==> config.mk <==
export PLATFORM = sky130hd
export DESIGN_NAME = orientation_detect_regs
export DESIGN_NICKNAME = d
export VERILOG_FILES = /design/src/verilog/orient_pkg.sv /design/src/verilog/orient_classify.sv /design/src/verilog/orient_debounce.sv /design/src/verilog/orientation_detect_regs.sv
export SDC_FILE = /design/constraint.sdc
export NUM_CORES = 1
export LEC_CHECK = 0
export ABC_AREA = 1
export BUFFER_PORTS_ARGS = -buffer_cell sky130_fd_sc_hd__buf_2
export CAP_MARGIN = 20
export CORE_MARGIN = 4
export CORE_UTILIZATION = 55
export DETAILED_ROUTE_END_ITERATION = 10
export HOLD_SLACK_MARGIN = 0.05
export PLACE_DENSITY = 0.73
export SYNTH_ARGS = -nofsm -noshare
export SYNTH_HDL_FRONTEND = slang
export SYNTH_SLANG_ARGS = --single-unit
==> constraint.sdc <==
create_clock -name sys_clk -period 11.1 [get_ports sys_clk]
set_input_delay 0.555 -clock sys_clk [delete_from_list [all_inputs] [get_ports sys_clk]]
set_output_delay 0.555 -clock sys_clk [all_outputs]
set_load 0.05 [all_outputs]
==> src/verilog/orient_pkg.sv <==
// package: register map, field layout, reset values, fixed angle codes and timing constants
package orient_pkg;

	// ==========================================================
	// register indices (byte address is four times the index)
	localparam logic [5:0] IDX_STATUS = 6'h10;
	localparam logic [5:0] IDX_CONFIG = 6'h11;
	localparam logic [5:0] IDX_DBNC_COUNT = 6'h12;
	localparam logic [5:0] IDX_FACING_TILT = 6'h13;
	localparam logic [5:0] IDX_THRESHOLD = 6'h14;

	// ==========================================================
	// field positions
	localparam int STAT_CHANGE_BIT = 7;
	localparam int STAT_ZTILT_BIT = 6;
	localparam int STAT_CODE_LSB = 1;
	localparam int STAT_FACING_BIT = 0;
	localparam int CFG_MODE_BIT = 7;
	localparam int CFG_ENABLE_BIT = 6;
	localparam int CMP_FACING_LSB = 6;
	localparam int THS_TRIP_LSB = 3;

	// ==========================================================
	// reset values and fixed read-only codes
	localparam logic MODE_RST = 1'b1;
	localparam logic ENABLE_RST = 1'b0;
	localparam logic [7:0] DBNC_RST = 8'h00;
	localparam logic [1:0] CODE_RST = 2'h0;
	localparam logic [1:0] FACING_TRIP_CODE = 2'h1;
	localparam logic [2:0] ZTILT_LIMIT_CODE = 3'h4;
	localparam logic [4:0] ORIENT_TRIP_CODE = 5'h10;
	localparam logic [2:0] TRIP_MARGIN_CODE = 3'h4;

	// ==========================================================
	// angle tangents, cosines and g limit in Q8 fixed point
	localparam logic [9:0] TAN31_Q8 = 10'h09A;
	localparam logic [9:0] TAN59_Q8 = 10'h1AA;
	localparam logic [9:0] TAN29_Q8 = 10'h08E;
	localparam logic [9:0] COS75_Q8 = 10'h042;
	localparam logic [9:0] LIMIT_G_Q8 = 10'h140;

	// ==========================================================
	// timing: base debounce step is 1.25 ms
	localparam int CLK_PERIOD_PS = 25000;
	localparam int STEP_BASE_PS = 1250000000;
	localparam int STEP_BASE_CYCLES = STEP_BASE_PS / CLK_PERIOD_PS;

	typedef enum logic [1:0] {
		OSM_NORMAL = 2'b00,
		OSM_QUIET_LOW_POWER = 2'b01,
		OSM_HIGH_RES = 2'b10,
		OSM_LOW_POWER = 2'b11
	} osm_type;

	// step length in base steps; rate 0..7 is 800,400,200,100,50,12.5,6.25,1.56 Hz
	function automatic logic [7:0] step_mult(input logic [2:0] rate, input logic [1:0] osm);
		logic [7:0] m;
		m = 8'h01;
		case (rate)
			3'h0: m = 8'h01;
			3'h1: m = 8'h02;
			3'h2: m = 8'h04;
			3'h3: m = 8'h08;
			3'h4: m = 8'h10;
			default: m = 8'h10;
		endcase
		if (rate >= 3'h5 && osm != OSM_NORMAL) begin
			m = 8'h40;
		end
		if (rate >= 3'h6 && osm == OSM_LOW_POWER) begin
			m = 8'h80;
		end
		if (osm == OSM_HIGH_RES && rate != 3'h0) begin
			m = 8'h02;
		end
		return m;
	endfunction : step_mult

endpackage : orient_pkg

==> src/verilog/orient_classify.sv <==
// orient_classify: candidate orientation, facing and tilt lockout from one acceleration sample
`timescale 1ns/100ps
module orient_classify #(
	parameter int AW = 12,
	parameter int ONE_G = 1024
) (
	input wire logic [AW-1:0] accel_x,
	input wire logic [AW-1:0] accel_y,
	input wire logic [AW-1:0] accel_z,
	input wire logic [1:0] cur_code,
	input wire logic cur_facing,
	output logic [1:0] cand_code,
	output logic cand_facing,
	output logic cand_ztilt,
	output logic over_limit
);
	localparam int PW = AW + 11;
	localparam logic [PW-1:0] FACING_THR = PW'(ONE_G) * PW'(orient_pkg::COS75_Q8);
	localparam logic [PW-1:0] LIMIT_THR = PW'(ONE_G) * PW'(orient_pkg::LIMIT_G_Q8);

	logic signed [AW:0] sx, sy, sz;
	logic [AW:0] ax, ay, az, amax;
	logic [PW-1:0] ax_q8, ay_q8, az_q8, amax_q8;

	// ==========================================================
	// magnitudes, widened so the most negative code still fits
	assign sx = {accel_x[AW-1], accel_x};
	assign sy = {accel_y[AW-1], accel_y};
	assign sz = {accel_z[AW-1], accel_z};
	assign ax = sx[AW] ? $unsigned(-sx) : $unsigned(sx);
	assign ay = sy[AW] ? $unsigned(-sy) : $unsigned(sy);
	assign az = sz[AW] ? $unsigned(-sz) : $unsigned(sz);
	assign amax = (ax > ay) ? ax : ay;
	assign ax_q8 = PW'({ax, 8'h00});
	assign ay_q8 = PW'({ay, 8'h00});
	assign az_q8 = PW'({az, 8'h00});
	assign amax_q8 = PW'({amax, 8'h00});

	// ==========================================================
	// hysteresis: leave portrait below 31 deg, leave landscape above 59 deg
	always_comb begin
		cand_code = cur_code;
		if (!cur_code[1]) begin
			if (ay_q8 < PW'(ax) * PW'(orient_pkg::TAN31_Q8)) begin
				cand_code = {1'b1, accel_x[AW-1]};
			end else begin
				cand_code = {1'b0, accel_y[AW-1]};
			end
		end else begin
			if (ay_q8 > PW'(ax) * PW'(orient_pkg::TAN59_Q8)) begin
				cand_code = {1'b0, accel_y[AW-1]};
			end else begin
				cand_code = {1'b1, accel_x[AW-1]};
			end
		end
	end

	// facing changes only within 75 deg of horizontal; at steeper tilt the last facing stands
	assign cand_facing = (az_q8 >= FACING_THR) ? accel_z[AW-1] : cur_facing;
	// lockout when the xy plane is within 29 deg of horizontal
	assign cand_ztilt = amax_q8 < PW'(az) * PW'(orient_pkg::TAN29_Q8);
	// any axis above 1.25 g
	assign over_limit = (ax_q8 > LIMIT_THR) || (ay_q8 > LIMIT_THR) || (az_q8 > LIMIT_THR);

endmodule : orient_classify

==> src/verilog/orient_debounce.sv <==
// orient_debounce: debounce counter that gates when a new orientation is committed
`timescale 1ns/100ps
module orient_debounce (
	input wire logic sys_clk,
	input wire logic rst_b,
	input wire logic step_tick,
	input wire logic restart,
	input wire logic differ,
	input wire logic mode_clear,
	input wire logic [7:0] limit,
	output logic commit
);
	logic [7:0] count;
	logic [7:0] next_count;
	logic [8:0] count_inc;
	logic reach;

	assign count_inc = {1'b0, count} + 9'h001;
	assign reach = count_inc >= {1'b0, limit};
	assign commit = step_tick & differ & reach & ~restart;

	// ==========================================================
	// count up while the condition holds, decrement or clear when it drops
	always_comb begin
		next_count = count;
		if (restart) begin
			next_count = 8'h00;
		end else if (step_tick) begin
			if (differ) begin
				next_count = reach ? 8'h00 : count_inc[7:0];
			end else if (mode_clear) begin
				next_count = 8'h00;
			end else if (count != 8'h00) begin
				next_count = count - 8'h01;
			end
		end
	end

	always_ff @(posedge sys_clk) begin
		if (!rst_b) begin
			count <= 8'h00;
		end else begin
			count <= next_count;
		end
	end

endmodule : orient_debounce

==> src/verilog/orientation_detect_regs.sv <==
// orientation_detect_regs: orientation detection with its APB register file
//
// Notes on behaviour
// - reading the status register clears the change flag and the event output.
// - status bit 7 is one when code, facing or lockout changed.
// - code 00 portrait up, 01 portrait down, 10 landscape right, 11 left.
// - status bit 0 is facing: 0 front, 1 back.
// - status bit 6 is one when the tilt lockout angle is exceeded.
// - facing, code and lockout are zero after reset.
// - change flag sets after the first evaluation following standby to active.
// - code, facing and lockout keep updating while the flag is set.
// - reported orientation holds while any axis exceeds 1.25 g.
// - config bit 7 is debounce mode (reset 1), bit 6 enable.
// - when the condition drops, mode 0 decrements, mode 1 clears the counter.
// - detection runs only while enabled; enable resets to zero.
// - debounce count register, reset zero, sets latency as count times step.
// - every wake to sleep or sleep to wake change resets the counter.
// - debounce step follows sample rate and oversampling mode.
// - compensation bits 7:6 read the fixed facing trip code 01.
// - compensation bits 2:0 read the fixed tilt limit code 100.
// - threshold bits 7:3 read the fixed trip code 1_0000.
// - threshold bits 2:0 read the fixed margin code 100.
// - landscape to portrait at 59 deg, portrait to landscape at 31 deg.
//
// Added by the designer: register access over APB.
`timescale 1ns/100ps
module orientation_detect_regs #(
	parameter int AW = 12,
	parameter int ONE_G = 1024,
	parameter int STEP_BASE_CYCLES = orient_pkg::STEP_BASE_CYCLES
) (
	input wire logic sys_clk,
	input wire logic rst_b,
	input wire logic psel,
	input wire logic penable,
	input wire logic pwrite,
	input wire logic [7:0] paddr,
	input wire logic [31:0] pwdata,
	output logic [31:0] prdata,
	output logic pready,
	output logic pslverr,
	input wire logic [AW-1:0] accel_x,
	input wire logic [AW-1:0] accel_y,
	input wire logic [AW-1:0] accel_z,
	input wire logic device_active,
	input wire logic sleep_state,
	input wire logic [2:0] output_sample_rate,
	input wire logic [1:0] oversampling_mode,
	output logic orient_event
);
	localparam int BW = $clog2(STEP_BASE_CYCLES + 1);
	localparam logic [BW-1:0] BASE_LAST = BW'(STEP_BASE_CYCLES - 1);

	// ==========================================================
	// state declarations
	logic debounce_mode_sel;
	logic orient_detect_enable;
	logic [7:0] debounce_count_value;
	logic next_debounce_mode_sel;
	logic next_orient_detect_enable;
	logic [7:0] next_debounce_count_value;

	logic orient_change_flag;
	logic ztilt_trip_flag;
	logic [1:0] orient_code;
	logic facing_bit;
	logic first_pending;
	logic active_q;
	logic sleep_q;
	logic next_orient_change_flag;
	logic next_ztilt_trip_flag;
	logic [1:0] next_orient_code;
	logic next_facing_bit;
	logic next_first_pending;

	logic [BW-1:0] base_count;
	logic [7:0] mult_count;
	logic [BW-1:0] next_base_count;
	logic [7:0] next_mult_count;

	logic [31:0] next_prdata;

	// ==========================================================
	// bus decode
	logic [5:0] reg_idx;
	logic aligned;
	logic mapped;
	logic access;
	logic wr_access;
	logic rd_setup;
	logic status_read;
	logic [7:0] status_value;
	logic [7:0] read_value;

	assign reg_idx = paddr[7:2];
	assign aligned = paddr[1:0] == 2'h0;
	assign mapped = aligned && (reg_idx >= orient_pkg::IDX_STATUS) && (reg_idx <= orient_pkg::IDX_THRESHOLD);
	assign access = psel & penable;
	assign wr_access = access & pwrite & mapped;
	assign rd_setup = psel & ~penable & ~pwrite;
	// clear on the completing edge, and only if nothing was committed after the setup snapshot
	assign status_read = access & ~pwrite & mapped & (reg_idx == orient_pkg::IDX_STATUS) & (prdata[7:0] == status_value);

	// zero wait states; an unmapped or misaligned address answers with an error
	assign pready = 1'b1;
	assign pslverr = access & ~mapped;

	// ==========================================================
	// status word and read mux
	always_comb begin
		status_value = 8'h00;
		status_value[orient_pkg::STAT_CHANGE_BIT] = orient_change_flag;
		status_value[orient_pkg::STAT_ZTILT_BIT] = ztilt_trip_flag;
		status_value[orient_pkg::STAT_CODE_LSB +: 2] = orient_code;
		status_value[orient_pkg::STAT_FACING_BIT] = facing_bit;
	end

	always_comb begin
		read_value = 8'h00;
		case (reg_idx)
			orient_pkg::IDX_STATUS: begin
				read_value = status_value;
			end
			orient_pkg::IDX_CONFIG: begin
				read_value[orient_pkg::CFG_MODE_BIT] = debounce_mode_sel;
				read_value[orient_pkg::CFG_ENABLE_BIT] = orient_detect_enable;
			end
			orient_pkg::IDX_DBNC_COUNT: begin
				read_value = debounce_count_value;
			end
			orient_pkg::IDX_FACING_TILT: begin
				read_value[orient_pkg::CMP_FACING_LSB +: 2] = orient_pkg::FACING_TRIP_CODE;
				read_value[2:0] = orient_pkg::ZTILT_LIMIT_CODE;
			end
			orient_pkg::IDX_THRESHOLD: begin
				read_value[orient_pkg::THS_TRIP_LSB +: 5] = orient_pkg::ORIENT_TRIP_CODE;
				read_value[2:0] = orient_pkg::TRIP_MARGIN_CODE;
			end
			default: begin
				read_value = 8'h00;
			end
		endcase
		if (!aligned) begin
			read_value = 8'h00;
		end
	end

	// read data is captured in the setup cycle so prdata comes from a flop
	always_comb begin
		next_prdata = prdata;
		if (rd_setup) begin
			next_prdata = {24'h000000, read_value};
		end
	end

	always_ff @(posedge sys_clk) begin
		if (!rst_b) begin
			prdata <= 32'h00000000;
		end else begin
			prdata <= next_prdata;
		end
	end

	// ==========================================================
	// configuration registers; read-only offsets simply have no write path
	always_comb begin
		next_debounce_mode_sel = debounce_mode_sel;
		next_orient_detect_enable = orient_detect_enable;
		next_debounce_count_value = debounce_count_value;
		if (wr_access) begin
			case (reg_idx)
				orient_pkg::IDX_CONFIG: begin
					next_debounce_mode_sel = pwdata[orient_pkg::CFG_MODE_BIT];
					next_orient_detect_enable = pwdata[orient_pkg::CFG_ENABLE_BIT];
				end
				orient_pkg::IDX_DBNC_COUNT: begin
					next_debounce_count_value = pwdata[7:0];
				end
				default: begin
					next_debounce_mode_sel = debounce_mode_sel;
				end
			endcase
		end
	end

	always_ff @(posedge sys_clk) begin
		if (!rst_b) begin
			debounce_mode_sel <= orient_pkg::MODE_RST;
			orient_detect_enable <= orient_pkg::ENABLE_RST;
			debounce_count_value <= orient_pkg::DBNC_RST;
		end else begin
			debounce_mode_sel <= next_debounce_mode_sel;
			orient_detect_enable <= next_orient_detect_enable;
			debounce_count_value <= next_debounce_count_value;
		end
	end

	// ==========================================================
	// debounce step timer: base step of 1.25 ms times a rate dependent multiplier
	logic running;
	logic base_done;
	logic [7:0] step_len;
	logic step_tick;

	assign running = orient_detect_enable & device_active;
	assign step_len = orient_pkg::step_mult(output_sample_rate, oversampling_mode);
	assign base_done = base_count == BASE_LAST;
	assign step_tick = running & base_done & (mult_count + 8'h01 >= step_len);

	// a rate change mid step only shortens or lengthens the step in progress
	always_comb begin
		next_base_count = base_count;
		next_mult_count = mult_count;
		if (!running) begin
			next_base_count = '0;
			next_mult_count = 8'h00;
		end else if (base_done) begin
			next_base_count = '0;
			next_mult_count = step_tick ? 8'h00 : mult_count + 8'h01;
		end else begin
			next_base_count = base_count + BW'(1);
		end
	end

	always_ff @(posedge sys_clk) begin
		if (!rst_b) begin
			base_count <= '0;
			mult_count <= 8'h00;
		end else begin
			base_count <= next_base_count;
			mult_count <= next_mult_count;
		end
	end

	// ==========================================================
	// classification and debounce
	logic [1:0] cand_code;
	logic cand_facing;
	logic cand_ztilt;
	logic over_limit;
	logic [1:0] eff_code;
	logic differ;
	logic eval_tick;
	logic restart;
	logic commit;
	logic first_eval;

	orient_classify #(
		.AW(AW),
		.ONE_G(ONE_G)
	) u_classify (
		.accel_x(accel_x),
		.accel_y(accel_y),
		.accel_z(accel_z),
		.cur_code(orient_code),
		.cur_facing(facing_bit),
		.cand_code(cand_code),
		.cand_facing(cand_facing),
		.cand_ztilt(cand_ztilt),
		.over_limit(over_limit)
	);

	// under lockout the portrait/landscape code is not allowed to move
	assign eff_code = cand_ztilt ? orient_code : cand_code;
	assign differ = (eff_code != orient_code) | (cand_facing != facing_bit) | (cand_ztilt != ztilt_trip_flag);
	// above 1.25 g the evaluation is skipped outright, so the counter freezes too
	assign eval_tick = step_tick & ~over_limit;
	assign restart = (sleep_state != sleep_q) | (device_active & ~active_q);
	assign first_eval = eval_tick & first_pending & ~restart;

	orient_debounce u_debounce (
		.sys_clk(sys_clk),
		.rst_b(rst_b),
		.step_tick(eval_tick),
		.restart(restart),
		.differ(differ),
		.mode_clear(debounce_mode_sel),
		.limit(debounce_count_value),
		.commit(commit)
	);

	// ==========================================================
	// reported orientation and change flag
	always_comb begin
		next_orient_code = orient_code;
		next_facing_bit = facing_bit;
		next_ztilt_trip_flag = ztilt_trip_flag;
		next_first_pending = first_pending;
		next_orient_change_flag = orient_change_flag;
		if (device_active & ~active_q) begin
			next_first_pending = 1'b1;
		end else if (first_eval) begin
			next_first_pending = 1'b0;
		end
		// the flag does not freeze the fields
		if (commit | first_eval) begin
			next_orient_code = eff_code;
			next_facing_bit = cand_facing;
			next_ztilt_trip_flag = cand_ztilt;
		end
		// a new change in the clearing cycle keeps the flag set
		if (status_read) begin
			next_orient_change_flag = 1'b0;
		end
		if ((commit & differ) | first_eval) begin
			next_orient_change_flag = 1'b1;
		end
	end

	always_ff @(posedge sys_clk) begin
		if (!rst_b) begin
			orient_code <= orient_pkg::CODE_RST;
			facing_bit <= 1'b0;
			ztilt_trip_flag <= 1'b0;
			orient_change_flag <= 1'b0;
			first_pending <= 1'b0;
			active_q <= 1'b0;
			sleep_q <= 1'b0;
		end else begin
			orient_code <= next_orient_code;
			facing_bit <= next_facing_bit;
			ztilt_trip_flag <= next_ztilt_trip_flag;
			orient_change_flag <= next_orient_change_flag;
			first_pending <= next_first_pending;
			active_q <= device_active;
			sleep_q <= sleep_state;
		end
	end

	// event level follows the flag, so a status read drops it
	assign orient_event = orient_change_flag;

endmodule : orientation_detect_regs

==> impl_metrics.env <==
export IMPL_area_growth_synth_to_final_pct=9.01
export IMPL_drt_wl_total_mm=27.2
export IMPL_crit_slowest_cell="fa_1"
export IMPL_portBuffers=73
export IMPL_synth_distinct_cells=51
export IMPL_syn_inst=1605
export IMPL_fin_setup_tns_ns=0
export IMPL_clock_fmax_mhz=125
export IMPL_max_stage_delay_ns=0.53
export IMPL_first_iter_violations=588
export IMPL_cts_sinks=58
export IMPL_critical_path_buf_inv_count=11
export IMPL_endpoint_kind="flop"
export IMPL_p_sw_frac=0.522
export IMPL_io_pins=123
export IMPL_final_nets=2104
export IMPL_stdcell_count=1986
export IMPL_pwr_share_clk=0.113
export IMPL_dr_pass1_iters=6
export IMPL_cp_top_family="adder cells"
export IMPL_max_vdd_ir_drop_mv=0.123
export IMPL_pwr_share_seq=0.080
export IMPL_drc=0
export IMPL_hold_class="primary input to flop"
export IMPL_p_total_mw=2.62
export IMPL_drv_slew=0
export IMPL_ys_ff_latch=58
export IMPL_post_cts_buffers=0
export IMPL_setup_viol=0
export IMPL_grt_pass1_vias=9810
export IMPL_ant_nets=0
export IMPL_clkTransAtPathRegs_ns=0.05
export IMPL_cp_max_fo=10
export IMPL_syn_area_um2=11600
export IMPL_num_rows=52
export IMPL_worst_setup_path_type="primary input to flop"
export IMPL_whs_ns=0.426
export IMPL_pwr_density_cell_nw_per_um2=208
export IMPL_core_um2=20400
export IMPL_htreeDepth=3
export IMPL_placed_cells=1968
export IMPL_cts_tree="built"
export IMPL_grt_overflow=0
export IMPL_slew_headroom=0.444
export IMPL_clock_root_buffer="clkbuf_16"
export IMPL_layout_drive_gt1_share=0.0840
export IMPL_die_h_um=153
export IMPL_p_switching_mw=1.37
export IMPL_hold_buffers=0
export IMPL_power_frac_comb=0.807
export IMPL_fin_crit_sh=0.720
export IMPL_synth_area_per_cell_um2=7.20
export IMPL_die_area_um2=23400
export IMPL_initial_core_util=0.566
export IMPL_synth_seq_area_share=0.100
export IMPL_hold_viol_final=0
export IMPL_dpl_hpwl_mm=23.2
export IMPL_arrival_ns=8.20
export IMPL_cts_buffers=9
export IMPL_rsz0062_at_grt="no"
export IMPL_drv_cap=0
export IMPL_p_int_mw=1.25
export IMPL_cp_required_ns=11.32
export IMPL_grt_pass1_wl_mm=45.5
export IMPL_grt_max_degree=22
export IMPL_worstMarginPinSlew_ns=0.832
export IMPL_post_drt_via_cell_ratio=5.22
export IMPL_wl_per_cell_um=13.7
export IMPL_nFillCells=1890
export IMPL_p_leak_nw=6.88
export IMPL_clk_path_buf_depth=2
export IMPL_die_w_um=153
export IMPL_grt_usage=0.230
export IMPL_startpoint_type="primary input"
export IMPL_final_setup_skew_ns=0.00579
export IMPL_status="complete, no violations"
export IMPL_antenna_found_initial=2
export IMPL_fin_crit_ns=7.99
export IMPL_insertion_delay_ns=0.32
export IMPL_gp_congestion=0.925
export IMPL_yosys_warnings=0
export IMPL_cts_repair_resize_count=0
export IMPL_fin_util=0.617
export IMPL_vias=10400
[worst reg2reg max path: cells and delay by family (launching register included)]
kind	cells	cell delay [ns]
AND/OR/NAND/NOR	11	1.12
AO/OA/AOI/OAI	3	0.51
buffers and inverters	5	0.44
flip-flops	1	0.38
adder cells (fa/ha/maj)	1	0.27
XOR/XNOR	1	0.18
[registers in the layout, summed over array words and instances, names as in the netlist]
| signal | count |
|---|---|
| prdata | 8 |
| active_q | 1 |
| mult_count | 8 |
| orient_detect_enable | 1 |
| debounce_count_value | 8 |
| ztilt_trip_flag | 1 |
| first_pending | 1 |
| sleep_q | 1 |
| u_debounce.count | 8 |
| orient_event | 1 |
| debounce_mode_sel | 1 |
| facing_bit | 1 |
| orient_code | 2 |
| base_count | 16 |
[worst paths after layout]
kind | startpoint | to | slack, ns | cells past startpoint
setup reg to reg | u_debounce.count[0]$_SDFFE_PP0P_ | orient_event$_SDFFE_PN0P_ | 8.09 | 21
hold reg to reg | debounce_count_value[3]$_SDFFE_PN0P_ | prdata[3]$_SDFFE_PN0P_ | 0.46 | 2
setup / recovery | accel_x[0] | orient_event$_SDFFE_PN0P_ | 3.11 | 46
hold / removal | sleep_state | sleep_q$_SDFF_PN0_ | 0.43 | 3
[cells by family after synthesis]
logic type / share of synthesized area
compound gates: 0.111
xor+xnor: 0.0718
fa+ha+maj: 0.373
buf+inv: 0.135
flops: 0.100
other cells: 0.000650
simple gates: 0.208
[cell usage after synthesis (all sizes together)]
| library cell | instances | area [um^2] |
|---|---|---|
| nor2 | 128 | 508 |
| o21a | 2 | 15.0 |
| or2 | 6 | 37.5 |
| xnor2 | 19 | 174 |
| inv | 349 | 1310 |
| o22ai | 3 | 18.8 |
| nor3b | 7 | 52.6 |
| a211oi | 15 | 113 |
| dfxtp | 58 | 1160 |
| a21oi | 102 | 514 |
| o21bai | 9 | 67.6 |
| nand3 | 78 | 420 |
| o21ai | 56 | 295 |
| o32ai | 3 | 26.3 |
| conb | 2 | 7.51 |
| xor2 | 74 | 656 |
| nand3b | 1 | 7.51 |
| buf | 31 | 236 |
| nand2 | 245 | 942 |
| nor4 | 16 | 100 |
| and3b | 1 | 8.76 |
| nor3 | 31 | 160 |
| o2111ai | 2 | 17.5 |
| a21o | 5 | 37.5 |
| a2111oi | 1 | 8.76 |
| a31oi | 7 | 43.8 |
| fa | 62 | 1240 |
| ha | 245 | 3070 |
| a311oi | 1 | 8.76 |
| o221ai | 5 | 43.8 |
| o31ai | 3 | 22.5 |
| or4 | 1 | 7.51 |
| a21boi | 3 | 22.5 |
| clkbuf | 5 | 18.8 |
| nand4 | 25 | 156 |
| o211ai | 4 | 30.0 |
[final cells by class]
class | count | area [um^2] | area share
flip-flops and latches | 58 | 1160 | 0.0922
diodes | 2 | 5.00 | 0.000397
inverters | 349 | 1310 | 0.104
clock buffers | 11 | 243 | 0.0193
repair buffers | 85 | 455 | 0.0362
well taps | 270 | 338 | 0.0268
clock inverters | 5 | 77.6 | 0.00616
multi-input cells | 1206 | 9010 | 0.715
[through the flow]
stage,setup slack [ns],area [um^2]
2_1_floorplan,4.23,11700
3_3_place_gp,2.90,12300
3_5_place_dp,2.87,12300
4_1_cts,3.15,12600
5_1_grt,2.54,12600
6_report,3.11,12600
[placed cells by master (no fill, tap or decap), types with 9 or more instances in the layout]
| master | instances |
|---|---|
| a211oi_1 | 15 |
| a21oi_1 | 101 |
| buf_2 | 73 |
| buf_4 | 12 |
| clkbuf_16 | 9 |
| conb_1 | 46 |
| dfxtp_1 | 58 |
| fa_1 | 62 |
| ha_1 | 245 |
| inv_1 | 338 |
| inv_2 | 11 |
| nand2_1 | 238 |
| nand3_1 | 72 |
| nand4_1 | 25 |
| nor2_1 | 123 |
| nor3_1 | 30 |
| nor4_1 | 14 |
| o21ai_0 | 47 |
| o21bai_1 | 9 |
| xnor2_1 | 18 |
| xor2_1 | 73 |
[power groups by stage]
stage	clock network (mW)	logic, mW	registers (mW)
after floorplan	0	1.68	0.214
after global placement	0	2.04	0.214
after detailed placement	0	2.10	0.214
after CTS	0.300	2.12	0.209
after global routing	0.312	2.46	0.209
final	0.296	2.11	0.209
[per-layer routing]
layer / GRT usage / up-vias / share of wire
li1: - / 5335 / -
met1: 0.316 / 4713 / 0.46
met2: 0.385 / 288 / 0.46
met3: 0.0385 / 26 / 0.064
met4: 0.0416 / 0 / 0.013
met5: 0 / - / 0
Power figures use the tool's default switching activity.
